===== config.mk =====
export PLATFORM = sky130hd
export DESIGN_NAME = lcu_link_ctrl
export DESIGN_NICKNAME = d
export VERILOG_FILES = /design/src/logic/lcu_pkg.sv /design/src/logic/lcu_link_ctrl.sv
export SDC_FILE = /design/constraint.sdc
export NUM_CORES = 1
export LEC_CHECK = 0
export BUFFER_PORTS_ARGS = -buffer_cell sky130_fd_sc_hd__buf_2
export CAP_MARGIN = 20
export CELL_PAD_IN_SITES_DETAIL_PLACEMENT = 0
export CELL_PAD_IN_SITES_GLOBAL_PLACEMENT = 1
export CORE_MARGIN = 10
export CORE_UTILIZATION = 29
export DETAILED_ROUTE_END_ITERATION = 6
export GPL_TIMING_DRIVEN = 0
export HOLD_SLACK_MARGIN = 0.06
export PLACE_DENSITY_LB_ADDON = 0.1
export SLEW_MARGIN = 20
export SYNTH_ARGS = -nofsm -noshare
export SYNTH_HDL_FRONTEND = slang
export SYNTH_SLANG_ARGS = --single-unit

===== constraint.sdc =====
create_clock -name clk_i -period 1.5 [get_ports clk_i]
set_clock_uncertainty 0.2 [all_clocks]
set_input_delay 0.15 -clock clk_i [delete_from_list [all_inputs] [get_ports clk_i]]
set_output_delay 0.15 -clock clk_i [all_outputs]
set_load 0.05 [all_outputs]

===== src/logic/lcu_pkg.sv =====
// package: link control upper field layout, offsets and interrupt layout
package lcu_pkg;
  localparam logic [3:0]  LCU_ADDR_CTRL    = 4'h0;
  localparam logic [3:0]  LCU_ADDR_STATUS  = 4'h4;
  localparam logic [3:0]  LCU_ADDR_IRQ_ST  = 4'h8;
  localparam logic [3:0]  LCU_ADDR_IRQ_MSK = 4'hc;
  localparam int          LCU_BIT_EXTRA_OS = 7;
  localparam int          LCU_BIT_CLKPM    = 8;
  localparam int          LCU_BIT_AWD      = 9;
  localparam int          LCU_BIT_BWIE     = 10;
  localparam int          LCU_BIT_ABWIE    = 11;
  localparam int          LCU_BIT_BWST     = 14;
  localparam int          LCU_BIT_ABWST    = 15;
  localparam logic [15:0] LCU_CTRL_RESET   = 16'h0000;
  localparam logic [1:0]  LCU_IRQ_RESET    = 2'h0;
  localparam int          LCU_IRQ_BW       = 0;
  localparam int          LCU_IRQ_ABW      = 1;
endpackage


===== src/logic/lcu_link_ctrl.sv =====
// module: upper fields of the link control register with bandwidth interrupts
module lcu_link_ctrl
  import lcu_pkg::*;
(
  input  wire logic        clk_i,
  input  wire logic        rst_i,
  input  wire logic [3:0]  addr_i,
  input  wire logic [15:0] wdata_i,
  input  wire logic        wr_i,
  input  wire logic        rd_i,
  output logic      [15:0] rdata_o,
  input  wire logic        upstream_i,
  input  wire logic        bw_notify_capable_i,
  input  wire logic        retrain_done_i,
  input  wire logic        link_down_i,
  input  wire logic        autonomous_change_i,
  input  wire logic        ltssm_l0s_exit_i,
  input  wire logic        ltssm_recovery_i,
  input  wire logic        unreliable_i,
  input  wire logic        width_reconfig_i,
  output logic             extra_ordered_set_enable_o,
  output logic             send_extra_sets_o,
  output logic             width_reduce_o,
  output logic             width_reconfig_o,
  output logic             bw_mgmt_irq_o,
  output logic             autonomous_bw_irq_o,
  output logic             irq_o
);

  logic       extra_os_ff;
  logic       bwie_ff;
  logic       abwie_ff;
  logic       bwst_ff;
  logic       abwst_ff;
  logic [1:0] ist_ff;
  logic [1:0] imsk_ff;
  logic       bwie_ok;
  logic       bwst_ok;
  logic       ctrl_wr;
  logic       st_wr;
  logic       ist_wr;
  logic [1:0] req;
  logic [1:0] req_q_ff;
  logic [15:0] nxt_rdata;
  logic [15:0] ctrl_view;

  function automatic logic hit(input logic [3:0] a, input logic [3:0] r);
    return a == r;
  endfunction

  assign ctrl_wr = wr_i && hit(addr_i, LCU_ADDR_CTRL);
  assign st_wr   = wr_i && hit(addr_i, LCU_ADDR_STATUS);
  assign ist_wr  = wr_i && hit(addr_i, LCU_ADDR_IRQ_ST);
  assign bwie_ok = bw_notify_capable_i && !upstream_i;
  assign bwst_ok = bwie_ok;

  always_ff @(posedge clk_i or posedge rst_i) begin
    if (rst_i) begin
      extra_os_ff <= LCU_CTRL_RESET[LCU_BIT_EXTRA_OS];
    end else if (ctrl_wr) begin
      extra_os_ff <= wdata_i[LCU_BIT_EXTRA_OS];
    end
  end

  a_extra_wr: assert property (@(posedge clk_i) disable iff (rst_i)
    ctrl_wr |=> extra_ordered_set_enable_o == $past(wdata_i[LCU_BIT_EXTRA_OS]))
    else $error("extra set control not written");

  always_ff @(posedge clk_i or posedge rst_i) begin
    if (rst_i) begin
      bwie_ff  <= LCU_CTRL_RESET[LCU_BIT_BWIE];
      abwie_ff <= LCU_CTRL_RESET[LCU_BIT_ABWIE];
    end else if (!bwie_ok) begin
      bwie_ff  <= 1'b0;
      abwie_ff <= 1'b0;
    end else if (ctrl_wr) begin
      bwie_ff  <= wdata_i[LCU_BIT_BWIE];
      abwie_ff <= wdata_i[LCU_BIT_ABWIE];
    end
  end

  a_en_capable: assert property (@(posedge clk_i) disable iff (rst_i)
    !bw_notify_capable_i |=> !bwie_ff && !abwie_ff)
    else $error("enable set without capability");
  a_en_upstream: assert property (@(posedge clk_i) disable iff (rst_i)
    upstream_i ##1 upstream_i |-> !bwie_ff && !abwie_ff && !bw_mgmt_irq_o)
    else $error("upstream enable set");

  // set on retrain or autonomous change without link down, w1c, set wins
  always_ff @(posedge clk_i or posedge rst_i) begin
    if (rst_i) begin
      bwst_ff  <= 1'b0;
      abwst_ff <= 1'b0;
    end else if (!bwst_ok) begin
      bwst_ff  <= 1'b0;
      abwst_ff <= 1'b0;
    end else begin
      if (retrain_done_i && !link_down_i) begin
        bwst_ff <= 1'b1;
      end else if (st_wr && wdata_i[LCU_BIT_BWST]) begin
        bwst_ff <= 1'b0;
      end
      if (autonomous_change_i && !link_down_i) begin
        abwst_ff <= 1'b1;
      end else if (st_wr && wdata_i[LCU_BIT_ABWST]) begin
        abwst_ff <= 1'b0;
      end
    end
  end

  a_st_w1c: assert property (@(posedge clk_i) disable iff (rst_i)
    st_wr && wdata_i[LCU_BIT_BWST] && !retrain_done_i |=> !bwst_ff)
    else $error("status not cleared");
  a_abst_w1c: assert property (@(posedge clk_i) disable iff (rst_i)
    st_wr && wdata_i[LCU_BIT_ABWST] && !autonomous_change_i |=> !abwst_ff)
    else $error("autonomous status not cleared");
  a_st_set: assert property (@(posedge clk_i) disable iff (rst_i)
    retrain_done_i && !link_down_i && bw_notify_capable_i && !upstream_i |=> bwst_ff)
    else $error("status not set after retrain");
  a_abst_set: assert property (@(posedge clk_i) disable iff (rst_i)
    autonomous_change_i && !link_down_i && bw_notify_capable_i && !upstream_i |=> abwst_ff)
    else $error("autonomous status not set");
  a_st_link_down: assert property (@(posedge clk_i) disable iff (rst_i)
    !bwst_ff && link_down_i |=> !bwst_ff)
    else $error("status set through link down");
  a_st_hold: assert property (@(posedge clk_i) disable iff (rst_i)
    bwst_ff && !st_wr && bw_notify_capable_i && !upstream_i |=> bwst_ff)
    else $error("status lost without clear");
  a_st_capable: assert property (@(posedge clk_i) disable iff (rst_i)
    !bw_notify_capable_i |=> !bwst_ff && !abwst_ff)
    else $error("status set without capability");
  a_st_upstream: assert property (@(posedge clk_i) disable iff (rst_i)
    upstream_i |=> !bwst_ff && !abwst_ff && !autonomous_bw_irq_o)
    else $error("upstream status set");

  assign req[LCU_IRQ_BW]  = bwst_ff && bwie_ff;
  assign req[LCU_IRQ_ABW] = abwst_ff && abwie_ff;
  assign bw_mgmt_irq_o       = req[LCU_IRQ_BW];
  assign autonomous_bw_irq_o = req[LCU_IRQ_ABW];

  a_bw_irq_rise: assert property (@(posedge clk_i) disable iff (rst_i)
    bwie_ff && retrain_done_i && !link_down_i ##1 bwie_ff |-> bw_mgmt_irq_o)
    else $error("bw irq missing");
  a_abw_irq_rise: assert property (@(posedge clk_i) disable iff (rst_i)
    abwie_ff && autonomous_change_i && !link_down_i ##1 abwie_ff |-> autonomous_bw_irq_o)
    else $error("abw irq missing");
  a_req_level: assert property (@(posedge clk_i) disable iff (rst_i)
    !bwst_ff || !bwie_ff |-> !bw_mgmt_irq_o)
    else $error("request without cause");
  a_bw_req_drop: assert property (@(posedge clk_i) disable iff (rst_i)
    st_wr && wdata_i[LCU_BIT_BWST] && !retrain_done_i |=> !bw_mgmt_irq_o)
    else $error("bw request stays after clear");
  a_abw_req_drop: assert property (@(posedge clk_i) disable iff (rst_i)
    st_wr && wdata_i[LCU_BIT_ABWST] && !autonomous_change_i |=> !autonomous_bw_irq_o)
    else $error("abw request stays after clear");
  a_en_off_drop: assert property (@(posedge clk_i) disable iff (rst_i)
    ctrl_wr && !wdata_i[LCU_BIT_BWIE] |=> !bw_mgmt_irq_o)
    else $error("bw request stays after disable");

  always_ff @(posedge clk_i or posedge rst_i) begin
    if (rst_i) begin
      req_q_ff <= LCU_IRQ_RESET;
    end else begin
      req_q_ff <= req;
    end
  end

  // sticky interrupt status on request rise, set wins over clear
  always_ff @(posedge clk_i or posedge rst_i) begin
    if (rst_i) begin
      ist_ff <= LCU_IRQ_RESET;
    end else begin
      for (int i = 0; i < 2; i++) begin
        if (req[i] && !req_q_ff[i]) begin
          ist_ff[i] <= 1'b1;
        end else if (ist_wr && wdata_i[i]) begin
          ist_ff[i] <= 1'b0;
        end
      end
    end
  end

  always_ff @(posedge clk_i or posedge rst_i) begin
    if (rst_i) begin
      imsk_ff <= LCU_IRQ_RESET;
    end else if (wr_i && hit(addr_i, LCU_ADDR_IRQ_MSK)) begin
      imsk_ff <= wdata_i[1:0];
    end
  end

  assign irq_o = |(ist_ff & imsk_ff);

  a_ist_set: assert property (@(posedge clk_i) disable iff (rst_i)
    req[LCU_IRQ_BW] && !req_q_ff[LCU_IRQ_BW] |=> ist_ff[LCU_IRQ_BW])
    else $error("bw sticky bit not set");
  a_ist_abw_set: assert property (@(posedge clk_i) disable iff (rst_i)
    req[LCU_IRQ_ABW] && !req_q_ff[LCU_IRQ_ABW] |=> ist_ff[LCU_IRQ_ABW])
    else $error("abw sticky bit not set");

  assign extra_ordered_set_enable_o = extra_os_ff;
  assign send_extra_sets_o = extra_os_ff && (ltssm_l0s_exit_i || ltssm_recovery_i);
  assign width_reduce_o = unreliable_i;
  assign width_reconfig_o = width_reconfig_i;

  a_extra_recovery: assert property (@(posedge clk_i) disable iff (rst_i)
    ltssm_recovery_i && extra_os_ff |-> send_extra_sets_o)
    else $error("extra sets missing");
  a_extra_l0s: assert property (@(posedge clk_i) disable iff (rst_i)
    ltssm_l0s_exit_i && extra_ordered_set_enable_o |-> send_extra_sets_o)
    else $error("extra sets missing on exit");
  a_extra_off: assert property (@(posedge clk_i) disable iff (rst_i)
    !extra_ordered_set_enable_o |-> !send_extra_sets_o)
    else $error("extra sets while disabled");
  a_width_rel: assert property (@(posedge clk_i) disable iff (rst_i)
    width_reduce_o |-> unreliable_i)
    else $error("autonomous width change");
  a_reconfig_pass: assert property (@(posedge clk_i) disable iff (rst_i)
    width_reconfig_o == width_reconfig_i)
    else $error("width reconfiguration blocked");

  always_comb begin
    ctrl_view = 16'h0000;
    ctrl_view[LCU_BIT_EXTRA_OS] = extra_os_ff;
    ctrl_view[LCU_BIT_CLKPM] = 1'b0;
    ctrl_view[LCU_BIT_AWD]   = 1'b0;
    ctrl_view[LCU_BIT_BWIE]  = bwie_ff;
    ctrl_view[LCU_BIT_ABWIE] = abwie_ff;
  end

  always_comb begin
    nxt_rdata = 16'h0000;
    if (rd_i) begin
      unique case (addr_i)
        LCU_ADDR_CTRL:    nxt_rdata = ctrl_view;
        LCU_ADDR_STATUS: begin
          nxt_rdata[LCU_BIT_BWST]  = bwst_ff;
          nxt_rdata[LCU_BIT_ABWST] = abwst_ff;
        end
        LCU_ADDR_IRQ_ST:  nxt_rdata[1:0] = ist_ff;
        LCU_ADDR_IRQ_MSK: nxt_rdata[1:0] = imsk_ff;
        default:          nxt_rdata = 16'h0000;
      endcase
    end
  end

  always_ff @(posedge clk_i or posedge rst_i) begin
    if (rst_i) begin
      rdata_o <= 16'h0000;
    end else begin
      rdata_o <= nxt_rdata;
    end
  end

  a_clkpm_zero: assert property (@(posedge clk_i) disable iff (rst_i)
    $past(rd_i) && $past(addr_i) == LCU_ADDR_CTRL |-> !rdata_o[LCU_BIT_CLKPM])
    else $error("clock pm field not zero");
  a_awd_zero: assert property (@(posedge clk_i) disable iff (rst_i)
    $past(rd_i) && $past(addr_i) == LCU_ADDR_CTRL |-> !rdata_o[LCU_BIT_AWD])
    else $error("width disable field not zero");

endmodule


==> reports/qor.csv, run 1 <==
stage;metric;value;unit
timing;fmax;0.6891;GHz
clock_network;cts_setup_buffers;0;
worst_setup_path;path_max_fanout;3;
global_routing;met2_usage;0.1306;
floorplanning;die_area;5559;um2
routing;firstDrtPassIters;4;
global_routing;grtUsageMet1;0.08243;
clock_network;ctsLongestPathBuffers;2;
power;vdd_drop_max;0.0002298;V
clock_network;h-tree-depth;1;
yosys;synthMuxAreaShare;0.08986;
clock_network;clkTransAtPathRegs;0.09;ns
yosys;synth.distinct_cells;23;
routing;avgRoutedWirePerCell;12.49;um
yosys;avgSynthCellArea;11.21;um2
cells_and_area;drive_gt1_frac;0.3857;
worst_setup_path;slowest_stage;dfrtp_1;
global_routing;use_met3;0.01995;
yosys;synth-xor-area-share;0;
worst_setup_path;ff2ff_path_depth;2;
worst_setup_path;start_kind;flop;
worst_setup_path;crit_path_cell_trace;a22o_1 -> buf_6;
worst_setup_path;r2r_slack;0.36;ns
clock_network;clock-sinks;18;
timing;period_share;0.9674;
clock_network;insertion_delay;0.28;ns
hold_path;hold_depth;4;
worst_setup_path;r2r-start;abwie_ff$_DFFE_PP0P_;
worst_setup_path;timing.rr.end;ist_ff[1]$_DFFE_PP0P_;
timing;timing.final.crit_period;1.451;ns
placed_design;dp_hpwl;1.661;mm
yosys;yosysWarningCount;0;
timing;slew_violations;0;
cells_and_area;area_delta_synth_final;52.46;%
yosys;yosys.area.top_type;dfrtp_1;
floorplanning;chipWidth;74.56;um
timing;finalSetupViolCount;0;
clock_network;cts_tree;built;
yosys;synth-seq-cells;18;
cells_and_area;final_net_count;175;
placed_design;portBuffers;34;
worst_setup_path;crit_type;reg2out;
global_routing;groute.usage.overall;0.07673;
floorplanning;std_cell_rows;19;
hold_path;hold_class;in2reg;
timing;worstMarginPinSlew;0.6615;ns
routing;dr_total_vias;714;
worst_setup_path;setup.worst_path.start;ist_ff[1]$_DFFE_PP0P_;
hold_path;min_to;abwie_ff$_DFFE_PP0P_;
worst_setup_path;end_kind;output pin;
status;status;complete, no violations;
clock_network;cts-root-buf;clkbuf_4;
routing;drt-total-wl;2.136;mm
floorplanning;pin_count;56;
yosys;synth_fa_ha_area_frac;0;
power;p_leak;0.0007301;uW
yosys;netlist_area;863.3;um2
placed_design;gp_congestion;0.6755;
power;power_density;788.1;nW/um2
yosys;synth_top_family_by_area;simple AND/OR/NAND/NOR gates;
timing;grt_setup_unrepaired;false;
cells_and_area;fin_area;1316;um2
floorplanning;die_y;74.56;um
worst_setup_path;arrival;1.10;ns
global_routing;grt.busiest_layer;met2;
yosys;yosys.area_share.simple;0.2072;
routing;via_per_inst;4.175;
global_routing;grt.overflow.total;0;
routing;drc;0;
hold_path;min_from;addr_i[1];
yosys;yosys.area.top_type_share;0.5217;
placed_design;postPlaceCellArea;1102;um2
timing;holdWs;0.05174;ns
global_routing;grt_max_degree;19;
global_routing;grt_pass1_wl;3.367;mm
global_routing;grt_pass1_vias;790;
yosys;synth_cells;77;
floorplanning;coreArea;2805;um2
floorplanning;start_util;0.3078;
clock_network;cts_buffers;3;
global_routing;grt_antenna_before_repair;0;
routing;ant_nets;0;
timing;hold_viol_final;0;
cells_and_area;n_antenna_cell;0;
timing;slew_headroom;0.5585;
worst_setup_path;critPathMaxStageDelay;0.42;ns
routing;drtIter0Drc;44;
run;max-cap-violations;0;
timing;finalSetupTns;0;ns
yosys;synth_compound_area_frac;0.06232;
yosys;synthTopCellsByArea;dfrtp_1, buf_4, mux2i_1, nor2b_1, and3_1;
worst_setup_path;crit_required;1.15;ns
yosys;synth.yosys.seq_area_share;0.5217;
[metal layers]
metal / up-vias / part of all wire
li1: 367 / -
met1: 318 / 0.42
met2: 25 / 0.50
met3: 4 / 0.060
met4: 0 / 0.020
met5: - / 0
[report_power, final]
part           total, uW  switching, uW  internal, uW
clock                227            134          93.2
sequential           526           18.0           508
combinational        284            168           116
[synthesized netlist by cell type, drive strengths merged]
library cell  count
nand4b            2
buf              11
inv               3
a22o              3
o21a              1
dfrtp            18
o21ai             2
nor2              3
mux2              3
clkbuf            1
nand2             6
and2              3
conb              1
nor2b             6
and3              5
mux2i             4
a21oi             2
nor3b             2
nand3             1
[critical path, delay by kind of cell, from the launching register on]
| kind | cells | cell delay, ns |
|---|---|---|
| flops | 1 | 0.42 |
| compound gates | 1 | 0.25 |
| buf+inv | 1 | 0.15 |
[cell type report]
class,count,area (um2)
sequential,18,450.4
multi-input combinational,52,344.1
inverter,3,11.26
tap,31,38.79
timing repair buffer,52,361.6
buffer,12,87.58
fill,274,1489
clock buffer,3,22.52
[sequential cells by signal (all words and copies together) (netlist names)]
name,flops
bwst_ff,1
ist_ff,2
bwie_ff,1
imsk_ff,2
abwst_ff,1
extra_ordered_set_enable_o,1
req_q_ff,2
abwie_ff,1
rdata_o,7
[worst max-delay path by stage]
stage | to | slack, ns
floorplan | send_extra_sets_o | 0.03
global placement | rdata_o[0]$_DFF_PP0_ | 0.11
detailed placement | rdata_o[1]$_DFF_PP0_ | 0.11
CTS | bw_mgmt_irq_o | 0.004
global route | irq_o | 0.008
finish | irq_o | 0.05
[kinds of logic after synthesis]
logic type / count (synthesis)
buffers and inverters: 15
DFF: 18
and+or+nand+nor: 28
muxes: 7
AOI/OAI and AO/OA: 8
other: 1
[layout by cell type, fill, tap and decap left out, drive strengths merged]
| cell | count |
|---|---|
| buf | 45 |
| nand2 | 6 |
| and2 | 3 |
| mux2i | 4 |
| dfrtp | 18 |
| dlygate4sd3 | 18 |
| nor3b | 2 |
| nand4b | 2 |
| a21oi | 2 |
| clkbuf | 4 |
| mux2 | 3 |
| and3 | 5 |
| nor2b | 6 |
| o21ai | 2 |
| nand3 | 1 |
| inv | 3 |
| nor2 | 3 |
| o21a | 1 |
| a22o | 3 |
| conb | 9 |
[metrics by stage]
step / total power, uW / std cells / worst slack (ns) / utilization
floorplan: 722.3 / 85 / 0.02776 / -
global placement: 782.3 / 150 / 0.1111 / 0.3930
detailed placement: 783.1 / 150 / 0.1100 / 0.3930
CTS: 1051 / 172 / 0.003831 / 0.4697
global route: 1089 / 171 / 0.007677 / 0.4692
finish: 1037 / 171 / 0.04886 / 0.4692
[timing repair]
| action | in CTS | in global routing |
|---|---|---|
| resized for setup | 1 | 5 |
| hold buffers | 19 | 1 |
| endpoints found under the hold margin | 29 | 2 |
| endpoints found under the setup margin | 1 | 5 |
Power figures use the tool's default switching activity.
==> run 2, diff against run 1 <==
--- a/config.mk
+++ b/config.mk
@@ -7,7 +7,7 @@
 export LEC_CHECK = 0
 export BUFFER_PORTS_ARGS = -buffer_cell sky130_fd_sc_hd__buf_2
 export CAP_MARGIN = 20
-export CELL_PAD_IN_SITES_DETAIL_PLACEMENT = 0
+export CELL_PAD_IN_SITES_DETAIL_PLACEMENT = 1
 export CELL_PAD_IN_SITES_GLOBAL_PLACEMENT = 1
 export CORE_MARGIN = 10
 export CORE_UTILIZATION = 29
==> reports/qor.csv, run 2 (synthesis gave the netlist of run 1 again) <==
stage;metric;value;unit;change
power;p_leak;0.0007510;uW;+2.9%
cells_and_area;drive_gt1_frac;0.4028;;+0.01706
floorplanning;die_y;74.56;um;unchanged
power;intPower;780.1;uW;+8.8%
cells_and_area;n_antenna_cell;0;;unchanged
floorplanning;coreArea;2805;um2;unchanged
clock_network;cts_tree;built;;
status;status;complete, no violations;;
timing;slew_violations;0;;unchanged
routing;ant_nets;0;;unchanged
power;p_comb_frac;0.265;;-0.009
worst_setup_path;start_kind;flop;;
floorplanning;pin_count;56;;unchanged
clock_network;clock-sinks;18;;unchanged
timing;setup_ws;0.02290;ns;-0.02596 ns
cells_and_area;final_net_count;178;;+1.7%
routing;firstDrtPassIters;4;;unchanged
placed_design;dp_cells;150;;unchanged
cells_and_area;seq_area;450.4;um2;unchanged
cells_and_area;largest_reg_flops;7;;unchanged
floorplanning;start_util;0.3078;;unchanged
routing;dr_total_vias;751;;+5.2%
worst_setup_path;crit_type;reg2out;;
floorplanning;die_area;5559;um2;unchanged
timing;worstMarginPinSlew;0.6553;ns;-0.006247 ns
timing;hold_viol_final;0;;unchanged
power;p_sw;351.8;uW;+9.8%
cells_and_area;final_common_cell;buf_2;;
power;power_density;832.3;nW/um2;+5.6%
placed_design;pre_cts_ws;0.08764;ns;-0.02240 ns
worst_setup_path;path_max_fanout;3;;unchanged
timing;timing.final.crit_period;1.477;ns;+0.02596 ns
power;netSwitchingFraction;0.3108;;+0.001973
routing;avgRoutedWirePerCell;14.63;um;+17%
global_routing;groute.usage.overall;0.09605;;+0.01932
cells_and_area;max_flop_register;rdata_o;;
power;pwr-share-clk;0.267;;+0.048
routing;via_per_inst;4.291;;+2.8%
placed_design;portBuffers;34;;unchanged
cells_and_area;multi_input_comb_area;344.1;um2;unchanged
power;vdd_drop_max;0.0002737;V;+19%
clock_network;h-tree-depth;1;;unchanged
worst_setup_path;crit_required;1.15;ns;about the same
run;max-cap-violations;0;;unchanged
routing;drtIter0Drc;21;;-52%
timing;fmax;0.6770;GHz;-1.8%
floorplanning;std_cell_rows;19;;unchanged
cells_and_area;fin_cells;175;;+2.3%
timing;finalSetupViolCount;0;;unchanged
worst_setup_path;end_kind;output pin;;
timing;slew_headroom;0.5627;;+0.004169
placed_design;dp_hpwl;1.800;mm;+8.4%
global_routing;grt_pass1_wl;4.098;mm;+22%
cells_and_area;layout_common_cells;buf_2, dfrtp_1, dlygate4sd3_1;;
routing;drt-total-wl;2.560;mm;+20%
cells_and_area;area_delta_synth_final;57.54;%;
global_routing;grt_antenna_before_repair;0;;unchanged
global_routing;grt.overflow.total;0;;unchanged
placed_design;gp_congestion;0.6755;;unchanged
clock_network;insertion_delay;0.29;ns;about the same
timing;period_share;0.9847;;+0.01731
clock_network;cts_buffers;3;;unchanged
global_routing;grt_max_degree;19;;unchanged
hold_path;hold_class;in2reg;;
clock_network;ctsLongestPathBuffers;2;;unchanged
floorplanning;chipWidth;74.56;um;unchanged
clock_network;clkTransAtPathRegs;0.10;ns;about the same
routing;drc;0;;unchanged
cells_and_area;fill_cells;329;;+20%
clock_network;cts-root-buf;clkbuf_4;;
global_routing;grt_pass1_vias;839;;+6.2%
power;seqPwrFrac;0.468;;-0.039
worst_setup_path;arrival;1.13;ns;+0.03 ns
==> run 2: critical path: stages, from the launching register on <==
cell and delay, ns:
dfrtp_1 0.42, a22o_1 0.25, buf_6 0.16
==> run 2: metal layers <==
layer	vias to the layer above	GRT usage	routed length [um]
li1	372	-	-
met1	344	0.09168	925
met2	28	0.1700	1327
met3	7	0.03590	215
met4	0	0.06303	92
met5	-	0	0
==> run 2: repair_timing <==
item                       in CTS  in global routing
hold endpoints to repair       29                  1
buffers inserted                0                  3
hold buffers                   18                  1
resized for setup               3                  3
setup endpoints to repair       3                  4
==> run 2: stage by stage <==
step	TNS, ns	hold slack [ns]	total power (uW)	utilization	cell area, um2
finish	0	0.05494	1132	0.4848	1360
global placement	0	0.08516	782.3	0.3930	1102
CTS	0	0.04547	1114	0.4728	1326
floorplan	0	-0.1114	722.3	-	893.4
detailed placement	0	0.07736	784.6	0.3930	1102
global route	-0.01755	0.05888	1184	0.4848	1360
==> run 2: worst paths after layout <==
check	start	slack, ns	endpoint	depth (start not counted)
hold reg to reg	bwst_ff$_DFFE_PP0P_	0.35	rdata_o[14]$_DFF_PP0_	1
max in group asynchronous	rst_i	0.40	rdata_o[10]$_DFF_PP0_	3
setup / recovery	imsk_ff[1]$_DFFE_PP0P_	0.02	irq_o	2
hold / removal	addr_i[0]	0.05	abwie_ff$_DFFE_PP0P_	4
min in group asynchronous	rst_i	0.28	rdata_o[7]$_DFF_PP0_	3
setup reg to reg	imsk_ff[1]$_DFFE_PP0P_	0.31	imsk_ff[1]$_DFFE_PP0P_	2
==> run 2: power by group through the flow <==
stage | combinational, uW | clock, uW | sequential (uW)
after floorplan | 164 | 0 | 558
after global placement | 247 | 0 | 536
after detailed placement | 248 | 0 | 536
after CTS | 285 | 302 | 527
after global routing | 321 | 331 | 532
final | 300 | 302 | 530
==> run 2: cell type report <==
type | count | share of cell area
Sequential cell | 18 | 0.3312
Timing Repair Buffer | 55 | 0.2879
Multi-Input combinational cell | 52 | 0.2530
Buffer | 12 | 0.06440
Tap cell | 31 | 0.02852
Clock buffer | 4 | 0.02668
Inverter | 3 | 0.008280
